[src/lnbi_regs.vh]
`ifndef LNBI_REGS_VH
`define LNBI_REGS_VH

// Fixed upper five bits of the seven-bit slave address.
`define LNBI_ADDR_BASE     5'h02
// Register select codes, carried in data bits 7:5.
`define LNBI_SEL_STATUS    3'h0
`define LNBI_SEL_TONE      3'h1
`define LNBI_SEL_COMMAND   3'h2
`define LNBI_SEL_CONTROL   3'h3
// Field positions.
`define LNBI_SEL_HI        7
`define LNBI_SEL_LO        5
`define LNBI_FIELD_HI      4
`define LNBI_FIELD_LO      0
// Reset value of the tone, command and control registers.
`define LNBI_REG_RST       8'h00
// Last bit index of a byte, and the acknowledge slot.
`define LNBI_BIT_LAST      3'h7
`define LNBI_CNT_ZERO      3'h0

`endif

[src/lnbi_slave.v]
`timescale 1ns/1ps
`default_nettype none
`include "lnbi_regs.vh"

// What this block does
// - START is SDA falling while SCL high.
// - STOP is SDA rising while SCL high.
// - SDA changes only while SCL is low.
// - Bytes are eight bits, MSB first, then acknowledge.
// - Any number of bytes per transfer accepted.
// - Slave holds SDA low through ninth pulse.
// - No acknowledge while supply-good is low.
// - SDA driven only open-drain: low or released.
// - Works at standard and fast-mode rates.
// - Address 00010 plus two pins, then direction.
// - Transaction: START, address, data byte, STOP.
// - Writes update registers two to four by code.
// - Three written registers and status select clear to zero at power-on; status flags stay live.
// - Overload bit reports output overcurrent shutdown.
// - Back-current bit reports reverse current shutdown.
// - Voltage-range bit reports input/output out of range.
// - Open-cable bit reports load current too low.
// - Overtemperature bit reports thermal shutdown.
// - Reads shift MSB first; master ack continues.
// - Supply-good low ignores bus, registers held zero.
// - Address pins supply the two lowest bits.
module lnbi_slave
(
    // Clock and reset
    input  wire       clock,
    input  wire       sys_rst,
    // Two-wire bus pins
    input  wire       scl_in,
    input  wire       sda_in,
    output wire       sda_out,
    output reg        sda_oe,
    // Address strap pins and supply-good
    input  wire       addr_pin_bit1,
    input  wire       addr_pin_bit0,
    input  wire       power_ok,
    // Diagnostic inputs from the analog blocks
    input  wire       overtemp_flag,
    input  wire       open_cable_flag,
    input  wire       voltage_range_flag,
    input  wire       overload_flag,
    input  wire       back_current_flag,
    // System register contents
    output wire [7:0] fault_status,
    output wire [7:0] tone_setup,
    output wire [7:0] current_limit_command,
    output wire [7:0] output_control
);

////////////////////////////////////////////////////////////////////////////////

    // One state per slot of the frame. The acknowledge slots are states of
    // their own, so the pull-down is owned by one place only and is released
    // on the falling SCL edge that closes the ninth pulse, unless a read's first bit is zero.
    localparam ST_IDLE   = 3'h0;
    localparam ST_ADDR   = 3'h1;
    localparam ST_AACK   = 3'h2;
    localparam ST_WDATA  = 3'h3;
    localparam ST_WACK   = 3'h4;
    localparam ST_RDATA  = 3'h5;
    localparam ST_RACK   = 3'h6;

    function sel_writable;
        input [2:0] code;
        begin
            sel_writable = (code == `LNBI_SEL_TONE) ||
                           (code == `LNBI_SEL_COMMAND) ||
                           (code == `LNBI_SEL_CONTROL);
        end
    endfunction

    reg  [1:0] scl_sync_r;
    reg  [1:0] sda_sync_r;
    reg  [1:0] pok_sync_r;
    reg  [1:0] a1_sync_r;
    reg  [1:0] a0_sync_r;
    reg        scl_d_r;
    reg        sda_d_r;
    reg  [2:0] state_r;
    reg  [2:0] bit_cnt_r;
    reg  [7:0] shift_r;
    reg  [2:0] rd_sel_r;
    reg  [7:0] tone_r;
    reg  [7:0] cmd_r;
    reg  [7:0] ctrl_r;
    reg  [2:0] status_sel_r;
    reg        byte_full_r;
    reg  [4:0] flag_sync0_r;
    reg  [4:0] flag_sync1_r;

    wire       scl_s     = scl_sync_r[1];
    wire       sda_s     = sda_sync_r[1];
    wire       pok_s     = pok_sync_r[1];
    wire       scl_rise  = scl_s & ~scl_d_r;
    wire       scl_fall  = ~scl_s & scl_d_r;
    wire       start_det = scl_s & scl_d_r & sda_d_r & ~sda_s;
    wire       stop_det  = scl_s & scl_d_r & ~sda_d_r & sda_s;
    wire [6:0] my_addr   = {`LNBI_ADDR_BASE, a1_sync_r[1],
                            a0_sync_r[1]};
    // Fields of the byte just shifted in.
    wire [2:0] rx_code   = shift_r[`LNBI_SEL_HI:`LNBI_SEL_LO];
    wire       rx_read   = shift_r[0];
    // A full byte, not merely a zero counter, ends the data phase: right
    // after START the counter is zero as well, and the first SCL fall
    // would otherwise be mistaken for the end of a byte.
    wire       byte_done = scl_fall & byte_full_r;
    wire [7:0] status_w;
    reg  [7:0] rd_byte;

    // The pin is never driven high; only the enable moves.
    assign sda_out = 1'b0;

    // The status byte is built from flops only: the select code and the
    // resampled diagnostic levels.
    assign status_w = {status_sel_r, flag_sync1_r};

    // Register outputs.
    assign fault_status          = status_w;
    assign tone_setup            = tone_r;
    assign current_limit_command = cmd_r;
    assign output_control        = ctrl_r;

    // Read-back source: the register that the last write selected. Codes
    // above 011 never reach the select register, so the default arm is
    // the status byte.
    always @*
    begin
        case (rd_sel_r)
            `LNBI_SEL_TONE:    rd_byte = tone_r;
            `LNBI_SEL_COMMAND: rd_byte = cmd_r;
            `LNBI_SEL_CONTROL: rd_byte = ctrl_r;
            default:           rd_byte = status_w;
        endcase
    end

////////////////////////////////////////////////////////////////////////////////
// Synchronisers. At 100 MHz a 400 kHz bus gives about 250 samples per bit,
// so two flops of delay plus one for edge finding is well inside margin.

    // Bus lines. Nothing reads the first stage of any synchroniser.
    always @(posedge clock)
    begin
        scl_sync_r <= {scl_sync_r[0], scl_in};
        sda_sync_r <= {sda_sync_r[0], sda_in};
    end

    // Supply-good and the address straps.
    always @(posedge clock)
    begin
        pok_sync_r <= {pok_sync_r[0], power_ok};
        a1_sync_r  <= {a1_sync_r[0], addr_pin_bit1};
        a0_sync_r  <= {a0_sync_r[0], addr_pin_bit0};
    end

    // The diagnostic levels come from analog comparators with no clock.
    // Resampling them costs two cycles of report latency, which a host
    // polling over the bus can never notice.
    always @(posedge clock)
    begin
        flag_sync0_r <= {overtemp_flag, open_cable_flag,
                         voltage_range_flag, overload_flag,
                         back_current_flag};
        flag_sync1_r <= flag_sync0_r;
    end

    // Edge finder, one stage after the sampler. Its reset value is the
    // idle level of both lines, so no false edge follows reset.
    always @(posedge clock)
    begin
        if (sys_rst)
        begin
            scl_d_r <= 1'b1;
            sda_d_r <= 1'b1;
        end
        else
        begin
            scl_d_r <= scl_s;
            sda_d_r <= sda_s;
        end
    end

////////////////////////////////////////////////////////////////////////////////
// Bus engine. Data is sampled on SCL rising and SDA is changed only after
// SCL falls, so the slave never moves SDA while the clock is high.
// A write walks IDLE, ADDR, AACK, then WDATA and WACK for every byte until
// STOP. A read walks IDLE, ADDR, AACK, then RDATA and RACK for as long as
// the master acknowledges. Each SDA change lands about three system clocks
// after the SCL fall that allows it, which leaves most of the low half of
// even a fast-mode clock for setup at the master.
// Limitation: SCL phases shorter than about four system clocks are not
// resolved, so the system clock must run at least eight times the bit
// rate of the bus.

    always @(posedge clock)
    begin
        if (sys_rst || !pok_s)
        begin
            // Supply-good low holds the whole engine in reset, registers
            // included, so the power blocks stay off and nothing is
            // acknowledged.
            state_r      <= ST_IDLE;
            byte_full_r  <= 1'b0;
            bit_cnt_r    <= `LNBI_CNT_ZERO;
            shift_r      <= `LNBI_REG_RST;
            rd_sel_r     <= `LNBI_SEL_STATUS;
            status_sel_r <= `LNBI_SEL_STATUS;
            tone_r       <= `LNBI_REG_RST;
            cmd_r        <= `LNBI_REG_RST;
            ctrl_r       <= `LNBI_REG_RST;
            sda_oe       <= 1'b0;
        end
        else if (stop_det)
        begin
            // A STOP ends any frame, a cut one too, and drops the pull-down.
            state_r     <= ST_IDLE;
            sda_oe      <= 1'b0;
            byte_full_r <= 1'b0;
        end
        else if (start_det)
        begin
            // A repeated start is also taken here; the master is expected
            // to STOP first, but resyncing is the safe reaction.
            state_r   <= ST_ADDR;
            bit_cnt_r <= `LNBI_CNT_ZERO;
            sda_oe    <= 1'b0;
            byte_full_r <= 1'b0;
        end
        else
        begin
            case (state_r)
                ST_ADDR, ST_WDATA:
                begin
                    if (scl_rise)
                    begin
                        shift_r     <= {shift_r[6:0], sda_s};
                        bit_cnt_r   <= bit_cnt_r + 3'h1;
                        byte_full_r <= (bit_cnt_r == `LNBI_BIT_LAST);
                    end
                    else if (byte_done)
                    begin
                        byte_full_r <= 1'b0;
                        if (state_r == ST_ADDR)
                        begin
                            if (shift_r[7:1] == my_addr)
                            begin
                                sda_oe  <= 1'b1;
                                state_r <= ST_AACK;
                                if (rx_read)
                                    rd_sel_r <= status_sel_r;
                            end
                            else
                                // Another slave is addressed: stay off
                                // the bus until the next START.
                                state_r <= ST_IDLE;
                        end
                        else
                        begin
                            sda_oe  <= 1'b1;
                            state_r <= ST_WACK;
                            case (rx_code)
                                `LNBI_SEL_TONE:    tone_r <= shift_r;
                                `LNBI_SEL_COMMAND: cmd_r  <= shift_r;
                                `LNBI_SEL_CONTROL: ctrl_r <= shift_r;
                                default:           ;
                            endcase
                            // Codes 100..111 are acknowledged but leave
                            // the read-back target where it was.
                            if (rx_code == `LNBI_SEL_STATUS ||
                                sel_writable(rx_code))
                                status_sel_r <= rx_code;
                        end
                    end
                end
                ST_AACK, ST_WACK:
                begin
                    // Release after the ninth pulse, or start the read.
                    if (scl_fall)
                    begin
                        bit_cnt_r <= `LNBI_CNT_ZERO;
                        if (state_r == ST_AACK && rx_read)
                        begin
                            // The first read bit goes out on the edge that
                            // ends the acknowledge, with most of SCL low left.
                            state_r <= ST_RDATA;
                            shift_r <= {rd_byte[6:0], 1'b0};
                            sda_oe  <= ~rd_byte[7];
                        end
                        else
                        begin
                            state_r <= ST_WDATA;
                            sda_oe  <= 1'b0;
                        end
                    end
                end
                ST_RDATA:
                begin
                    if (scl_fall)
                    begin
                        if (bit_cnt_r == `LNBI_BIT_LAST)
                        begin
                            // Release for the master's acknowledge.
                            sda_oe  <= 1'b0;
                            state_r <= ST_RACK;
                        end
                        else
                        begin
                            sda_oe  <= ~shift_r[7];
                            shift_r <= {shift_r[6:0], 1'b0};
                        end
                        bit_cnt_r <= bit_cnt_r + 3'h1;
                    end
                end
                ST_RACK:
                begin
                    // Master low on the ninth pulse asks for one more byte.
                    if (scl_rise)
                        state_r <= sda_s ? ST_IDLE : ST_RACK;
                    else if (scl_fall)
                    begin
                        state_r   <= ST_RDATA;
                        bit_cnt_r <= `LNBI_CNT_ZERO;
                        shift_r   <= {rd_byte[6:0], 1'b0};
                        sda_oe    <= ~rd_byte[7];
                    end
                end
                default:
                    state_r <= ST_IDLE;
            endcase
        end
    end

endmodule // lnbi_slave
`default_nettype wire

[config.mk]
export PLATFORM = sky130hd
export DESIGN_NAME = lnbi_slave
export DESIGN_NICKNAME = d
export VERILOG_FILES = /design/src/lnbi_slave.v
export VERILOG_INCLUDE_DIRS = /design/src
export SDC_FILE = /design/constraint.sdc
export NUM_CORES = 1
export LEC_CHECK = 0
export BUFFER_PORTS_ARGS = -buffer_cell sky130_fd_sc_hd__buf_2
export CAP_MARGIN = 20
export CORE_MARGIN = 1.5
export CORE_UTILIZATION = 55
export CTS_BUF_LIST = sky130_fd_sc_hd__clkbuf_16
export DETAILED_ROUTE_END_ITERATION = 10
export HOLD_SLACK_MARGIN = 0.06
export PLACE_DENSITY = 0.77
export SLEW_MARGIN = 20
export SYNTH_ARGS = -nofsm -noshare
export SYNTH_HDL_FRONTEND = slang
export SYNTH_SLANG_ARGS = --single-unit
[constraint.sdc]
create_clock -name clock -period 2.6 [get_ports clock]
set_input_delay 0.39 -clock clock [delete_from_list [all_inputs] [get_ports clock]]
set_output_delay 0.39 -clock clock [all_outputs]
set_load 0.05 [all_outputs]
# [Word-level counts from Yosys, hierarchy flattened]
# Index checks and enable logic that the tools add are counted.
[word_totals] ff_bits=68 latch_bits=0 ram_bits=0 mem_bits_ro=0 in_bits=12 out_inout_bits=34 elab_cells=139 mem_count=0
[classes] add_sub_neg=1 multipliers=0 div=0 n_lt_le_gt_ge=0 n_eq_ne=34 shifts=0 muxes=41 n_bitwise=18 n_reduce_logical=25
[ops] operator="$mux W8" count=7
[ops] operator="$mux W3" count=15
[ops] operator="$pmux W8 S4" count=1
[ops] operator="$reduce_and A7 Y1" count=4
[ops] operator="$ne A3 B3 Y1 const B" count=9
[ops] operator="$pmux W3 S4" count=2
[ops] operator="$pmux W8 S3" count=1
[ops] operator="$ne A2 B2 Y1 const B" count=10
[ops] operator="$eq A3 B2 Y1 const B" count=6
[ops] operator="$reduce_and A8 Y1" count=2
[ops] operator="$mux W1" count=13
[ops] operator="$eq A3 B3 Y1 const B" count=4
[ops] operator="$reduce_and A6 Y1" count=2
[ops] operator="$not A1 Y1" count=10
[ops] operator="$reduce_and A10 Y1" count=1
[ops] operator="$eq A3 B1 Y1 const B" count=3
[ops] operator="$and A1 B1 Y1" count=8
[ops] operator="$eq A7 B4 Y1" count=1
[ops] operator="$reduce_or A2 Y1" count=3
[ops] operator="$reduce_and A5 Y1" count=1
[ops] operator="$reduce_bool A5 Y1" count=1
[ops] operator="$logic_or A1 B1 Y1" count=4
[ops] operator="$ne A4 B4 Y1 const B" count=1
[ops] operator="$pmux W1 S4" count=1
[ops] operator="9 further kinds" count=9

# [Depth between registers and ports, before layout]
# Gate-level depths: netlist of the first run.
[depth] word_depth=7 depth_mapped=10 mapped_depth_nobuf=8

# [Worst setup path before layout of the first run]
# No wires, ideal clock.
[synth_path] path_kind="reg-to-reg" start="register scl_d_r" end="register cmd_r[0], in the netlist current_limit_command[0]" setup_ns=0.130 t_arrival_ns=2.108 t_required_ns=2.470 setup_slack_ns=0.361 stages_incl_launch_ff=10 cell_sequence="dfxtp_1 inv_1 ha_1 clkbuf_1 nand3b_1 a211oi_1 nand2_1 nor2_1 clkbuf_1 o21ai_0"
[synth_between] elab_chain_cells=5
[synth_lines] item="from (decl)" line_no="lnbi_slave.v:81" source="reg scl_d_r;"
[synth_lines] item="from (signal assigned)" line_no="lnbi_slave.v:181" source="scl_d_r <= scl_s;"
[synth_lines] item="$and A1 B1 Y1" line_no="lnbi_slave.v:100, lnbi_slave.v:101"
[synth_lines] item="$and A1 B1 Y1, on equally long branches (2 in series)" line_no="lnbi_slave.v:100, lnbi_slave.v:101"
[synth_lines] item="$not A1 Y1 (no line)"
[synth_lines] item="$reduce_and A7 Y1 (no line) *"
[synth_lines] item="to (signal assigned)" line_no="lnbi_slave.v:212" source="cmd_r <= `LNBI_REG_RST;"
[synth_lines] item="to (signal assigned)" line_no="lnbi_slave.v:266" source="`LNBI_SEL_COMMAND: cmd_r <= shift_r;"
[synth_lines] item="to (decl)" line_no="lnbi_slave.v:88" source="reg [7:0] cmd_r;"
# Mark *: on every way between the ends. The rest lies on a longest branch, timed or not.
# A chain may end at the register's enable or synchronous reset.

# [Worst setup path in the final report of the first run]
[layout_path] start="register shift_r[5]" end="register rd_sel_r[0]"
[layout_between] elab_chain_cells=2
[layout_lines] item="from (decl)" line_no="lnbi_slave.v:85" source="reg [7:0] shift_r;"
[layout_lines] item="from (signal assigned)" line_no="lnbi_slave.v:208" source="shift_r <= `LNBI_REG_RST;"
[layout_lines] item="from (signal assigned)" line_no="lnbi_slave.v:239" source="shift_r <= {shift_r[6:0], sda_s};"
[layout_lines] item="from (signal assigned)" line_no="lnbi_slave.v:289" source="shift_r <= {rd_byte[6:0], 1'b0};"
[layout_lines] item="$eq A7 B4 Y1" line_no="lnbi_slave.v:248" source="if (shift_r[7:1] == my_addr)"
[layout_lines] item="$reduce_and A8 Y1 (no line)"
[layout_lines] item="to (signal assigned)" line_no="lnbi_slave.v:209" source="rd_sel_r <= `LNBI_SEL_STATUS;"
[layout_lines] item="to (signal assigned)" line_no="lnbi_slave.v:253" source="rd_sel_r <= status_sel_r;"
[layout_lines] item="to (decl)" line_no="lnbi_slave.v:86" source="reg [2:0] rd_sel_r;"
# No other way between the ends.

==> results of run 1 <==
## cells in the mapped netlist (all sizes together) (3+ instances only)
| cell type | number |
|---|---|
| nand3b | 3 |
| and3 | 4 |
| nand2b | 11 |
| a31oi | 7 |
| a21oi | 23 |
| o21ai | 19 |
| nand2 | 35 |
| inv | 8 |
| nor2b | 4 |
| clkbuf | 18 |
| o221ai | 8 |
| a211oi | 5 |
| nor3b | 3 |
| dfxtp | 68 |
| buf | 4 |
| ha | 5 |
| nand3 | 9 |
| xor2 | 3 |
| nor2 | 35 |
| mux2i | 18 |
## cell usage in the layout (no fill, tap or decap), drive strengths merged, types with 10 or more instances in the layout
cell	Yosys	layout
mux2i	18	18
nand2b	11	11
inv	8	10
nand2	35	35
dfxtp	68	68
buf	4	50
a21oi	23	23
nor2	35	35
o21ai	19	19
## metal layers
metal  global-route usage  wire, microns  part of all wire
met1               0.3597           2944              0.43
met2               0.4140           3276              0.48
met3              0.05622            516             0.075
met4               0.1273            125             0.018
met5                    0              0                 0
## critical path: stages (launching register included)
cell	delay [ns]
dfxtp_1	0.37
or4b_4	0.57
nor4_4	0.29
nand3_1	0.12
or4b_1	0.60
mux2i_1	0.25
nor2_1	0.07
## registers in the layout (all words and copies together) (netlist names)
| signal | flops |
|---|---|
| output_control | 8 |
| state_r | 3 |
| current_limit_command | 8 |
| flag_sync0_r | 5 |
| a1_sync_r | 2 |
| sda_oe | 1 |
| a0_sync_r | 2 |
| bit_cnt_r | 3 |
| pok_sync_r | 2 |
| sda_d_r | 1 |
| tone_setup | 8 |
| flag_sync1_r | 5 |
| shift_r | 8 |
| scl_sync_r | 2 |
| rd_sel_r | 3 |
| sda_sync_r | 2 |
| byte_full_r | 1 |
| scl_d_r | 1 |
| status_sel_r | 3 |
## cell type report
class | count | share of cell area
multi-input cells | 222 | 0.3974
well taps | 67 | 0.02456
inverters | 8 | 0.008798
clock buffers | 9 | 0.06598
flip-flops and latches | 68 | 0.3988
clock inverters | 7 | 0.02676
repair buffers | 50 | 0.07771
## through the flow
| step | hold WS (ns) | worst slack, ns | cells |
|---|---|---|---|
| 3_5_place_dp | 0.3121 | 0.3091 | 415 |
| 3_3_place_gp | 0.3106 | 0.3665 | 415 |
| 5_1_grt | 0.1545 | 0.1174 | 431 |
| 4_1_cts | 0.1591 | 0.2262 | 431 |
| 6_report | 0.1629 | 0.2133 | 431 |
| 2_1_floorplan | 0.3096 | 0.3614 | 320 |
## how the worst max path moves through the flow
| stage | to |
|---|---|
| 5_1_grt | rd_sel_r[0] |
| 2_1_floorplan | current_limit_command[0] |
| 3_5_place_dp | rd_sel_r[1] |
| 4_1_cts | rd_sel_r[0] |
| 6_report | rd_sel_r[0] |
| 3_3_place_gp | rd_sel_r[0] |
## logic make-up (layout without fill, tap and decap cells)
kind of cell               Yosys count  count (layout)  synth area share
and+or+nand+nor                    115             115            0.2029
DFF                                 68              68            0.4789
AOI/OAI and AO/OA                   80              80            0.1783
buffers and inverters               30              74           0.04401
xor gates and xnor gates             3               3          0.009245
other                                1               1          0.001319
muxes                               18              18           0.06338
adders and majority gates            5               5           0.02201
## report_power, final
group,internal [mW],switching (mW),total [mW]
clock,0.835,0.453,1.29
sequential,1.06,0.0129,1.07
combinational,0.0253,0.0564,0.0816
==> impl_metrics.csv, run 1 <==
group,metric,value,unit
timing,maxSlewHeadroom,0.6118,
routing,antenna_left,0,
timing,fin_crit,2.387,ns
clock_network,post_cts_resized,0,
synthesis,synthesis.area,0.002843,sq mm
critical_path,r2r-start,"shift_r[5]",
timing,rsz0062_at_grt,"false",
clock_network,htree_levels,3,
synthesis,syn-num-nets,337,
routing,via_per_inst,5.805,
synthesis,avgSynthCellArea,8.884,sq um
synthesis,synth-main-ff-cell,"dfxtp_1",
critical_path,path_class,"flip-flop to flip-flop",
die,pin_count,46,
critical_path,worstSetupStartpoint,"shift_r[5]",
critical_path,r2r_slack,0.21,ns
global_route,grt_max_degree,26,
synthesis,synth-edff-count,0,
routing,remaining_drc_errors,0,
hold_path,min_path_type,"input port to flip-flop",
power,ir_worst_vdd,915.8,uV
synthesis,synthTopCellsByArea,"dfxtp_1, mux2i_1, nand2_1",
critical_path,worst-path-max-fanout,8,
finish,regArea,0.001361,sq mm
power,p_leak,1.408,nW
clock_network,post_cts_buffers,0,
finish,syn_to_final_growth,20.07,%
hold_path,hold_end,"flag_sync0_r[4]",
finish,diodes,0,
placement,numPortBuffers,44,
synthesis,async_flop_share,0,
die,start_util,0.5863,
finish,multi_input_area,0.001356,sq mm
power,p_total,2.444,mW
critical_path,cp-end-kind,"flip-flop",
routing,avgRoutedWirePerCell,15.92,microns
finish,drive_gt1_frac,0.1923,
die,die_area,0.005609,sq mm
global_route,grt_pass1_wl,11120,microns
critical_path,arrival,2.59,ns
synthesis,synth_largest_type_area_fraction,0.4789,
clock_network,cts_buffer_depth,2,
global_route,track_usage,0.2682,
critical_path,ff2ff_path_depth,6,
synthesis,seq_area_frac_synth,0.4789,
die,core_area,0.004848,sq mm
critical_path,reg2reg_to,"rd_sel_r[0]",
routing,route.vias.total,2502,
global_route,antenna_found_initial,0,
die,fp.dieH,74.89,microns
clock_network,hold_buffers,0,
critical_path,start_kind,"flip-flop",
run,maxCapViolCount,0,
global_route,grt-ovfl-total,0,
global_route,grt_pass1_vias,2399,
hold_path,min_path_cells,1,
finish,nNetsFinal,376,
synthesis,ys_warn_count,0,
routing,dr.pass1.iters,5,
clock_network,worstSkewPairLatency,0.33,ns
routing,wl,6862,microns
synthesis,syn_inst,320,
timing,max_freq,0.4190,GHz
timing,hold_viol,0,
finish,final_core_util,0.7040,
placement,place.gp.congestion,0.8588,
clock_network,clkTransAtPathRegs,0.05,ns
timing,worst_slew_pin_slew,0.5801,ns
placement,dpl_cell_area,0.003097,sq mm
synthesis,yosysTopAreaCell,"dfxtp_1",
timing,setup_tns,0,ns
timing,drv_slew,0,
die,fp.dieW,74.89,microns
finish,final_area,0.003413,sq mm
timing,setup_viol,0,
clock_network,cts_tree,"built",
clock_network,root_buffer,"clkbuf_16",
status,outcome,"completed",
routing,drt_iter0_drc,334,
timing,fin_crit_sh,0.9180,
synthesis,ys_types,47,
clock_network,numCtsBuffers,9,
timing,worst_clock_skew,0.007164,ns
placement,hpwlAfterDp,4531,microns
die,num_rows,25,
hold_path,min_from,"overtemp_flag",
power,power_density,716.1,mW/mm^2
finish,final.fill_count,371,
critical_path,worstPathRequired,2.81,ns
synthesis,ys_ff_latch,68,
clock_network,clock-sinks,68,
Note: power is estimated with default switching activity, not from simulation.
==> inputs of run 2 (changes only) <==
BUFFER_PORTS_ARGS = not set   (was -buffer_cell sky130_fd_sc_hd__buf_2)
CORE_UTILIZATION = 60   (was 55)
DONT_BUFFER_PORTS = 1   (was not set)
PLACE_DENSITY = 0.75   (was 0.77)
==> run 2 against run 1 <==
The flow now finishes with violations (design-rule violations). Hold slack worse by 0.080 ns. Final cell count is 13% lower. Routed wire length is 6.3% lower. Clock power is 19% lower. Clock skew hardly changed. Combinational power is 33% lower. Critical path type unchanged. Critical endpoint is now rd_sel_r[2]. Highest routed layer unchanged.
==> impl_metrics.csv, run 2 (synthesized netlist as in run 1, its figures left out) <==
group,metric,value,unit
status,outcome,"finished with violations",
status,violations,"design-rule violations",
placement,hpwlAfterDp,4405,microns
clock_network,cts_tree,"built",
finish,drive_gt1_frac,0.08978,
global_route,track_usage,0.2691,
global_route,grt-ovfl-total,0,
routing,drt_iter0_drc,208,
critical_path,cp_slowest_cell,"or4b_1",
timing,setup_tns,0,ns
run,maxCapViolCount,0,
die,num_rows,24,
finish,layout_commonest_cell,"dfxtp_1",
routing,remaining_drc_errors,1,
die,core_area,0.004444,sq mm
die,fp.dieH,71.83,microns
routing,route.vias.total,2299,
clock_network,numCtsBuffers,9,
critical_path,crit_chain,"or4b_4 -> nor4_4 -> nand3_1 -> or4b_1 -> mux2i_1 -> nor2_1",
die,fp.dieW,71.83,microns
placement,place.gp.congestion,0.8796,
critical_path,arrival,2.53,ns
critical_path,crit_buf_inv,0,
global_route,antenna_found_initial,0,
die,start_util,0.6396,
global_route,grt_pass1_wl,10610,microns
clock_network,root_buffer,"clkbuf_16",
timing,worst_slew_pin_slew,0.6014,ns
routing,wl,6431,microns
timing,hold_viol,0,
finish,mostFrequentLayoutCells,"dfxtp_1, nand2_1, nor2_1",
timing,rsz0062_at_grt,"false",
power,ir_worst_vdd,671.3,uV
hold_path,min_path_type,"input port to flip-flop",
critical_path,critPathMaxStageDelay,0.60,ns
clock_network,post_cts_resized,0,
clock_network,worstSkewPairLatency,0.33,ns
clock_network,clkTransAtPathRegs,0.06,ns
finish,syn_to_final_growth,10.70,%
power,p_leak,1.189,nW
critical_path,path_delay_family,"simple AND/OR/NAND/NOR gates",
clock_network,clock-sinks,68,
timing,worst_clock_skew,0.007044,ns
routing,antenna_left,0,
timing,maxSlewHeadroom,0.5985,
critical_path,worst-path-max-fanout,8,
critical_path,worstPathRequired,2.81,ns
clock_network,cts_buffer_depth,2,
routing,avgRoutedWirePerCell,17.15,microns
critical_path,cp-end-kind,"flip-flop",
timing,drv_slew,0,
timing,max_freq,0.4304,GHz
clock_network,htree_levels,3,
routing,via_per_inst,6.131,
power,power_density,698.0,mW/mm^2
timing,fin_crit,2.323,ns
routing,dr.pass1.iters,9,
global_route,grt_pass1_vias,2165,
finish,final_core_util,0.7081,
timing,fin_crit_sh,0.8936,
clock_network,post_cts_buffers,0,
finish,nNetsFinal,336,
die,die_area,0.005160,sq mm
placement,numPortBuffers,0,
finish,diodes,0,
critical_path,start_kind,"flip-flop",
timing,setup_viol,0,
global_route,grt_max_degree,26,
die,pin_count,46,
clock_network,hold_buffers,0,
critical_path,path_class,"flip-flop to flip-flop",
==> run 2: cell count changes in the layout (fill, tap and decap cells not counted), sizes merged <==
cell	before	now
clkinvlp	2	1
bufinv	2	0
clkinv	1	4
buf	50	10
inv	10	9
==> run 2: worst paths after layout <==
path / startpoint / slack (ns) / end / depth (start not counted)
worst max-delay path: shift_r[5] / 0.28 / rd_sel_r[2] / 6
worst min-delay path: overtemp_flag / 0.08 / flag_sync0_r[4] / 0
worst max register to register: shift_r[5] / 0.28 / rd_sel_r[2] / 6
worst min register to register: flag_sync0_r[3] / 0.32 / flag_sync1_r[3] / 0
==> run 2: metrics by stage <==
step                      hold slack, ns  setup slack (ns)  std cells  power (mW)  cell area, sq um
after floorplan                   0.3096            0.3614        320       1.151              2843
after global placement            0.3100            0.3729        360       1.164              2888
after CTS                        0.08259            0.2777        375       2.202              3147
final                            0.08246            0.2766        375       2.197              3147
after detailed placement          0.3121            0.2809        360       1.166              2888
after global routing             0.08011            0.1311        375       2.252              3147
==> run 2: worst reg2reg max path, cell delays in order, from the launching register on <==
cell	delay [ns]
dfxtp_1	0.37
or4b_4	0.57
nor4_4	0.29
nand3_1	0.13
or4b_1	0.60
mux2i_1	0.19
nor2_1	0.06
==> run 2: power breakdown <==
part           internal, mW  leakage, nW  switching, mW  total, mW
clock                 0.629        0.130          0.423       1.05
sequential             1.06        0.556         0.0275       1.09
combinational        0.0169        0.503         0.0378     0.0547
==> run 2: final cells by class <==
class	instances	area, sq um
clock inverter	6	33.78
tap	52	65.06
fill	361	1297
multi-input combinational	222	1356
inverter	8	30.03
sequential	68	1361
timing repair buffer	10	75.07
clock buffer	9	225.2
==> run 2: per-layer routing <==
layer  vias to the layer above  track usage  share of wire
met4                         0       0.1069          0.018
met3                        12      0.08861          0.066
met5                         -            0              0
met2                        68       0.4074           0.47
met1                      1099       0.3570           0.45
li1                       1120            -              -
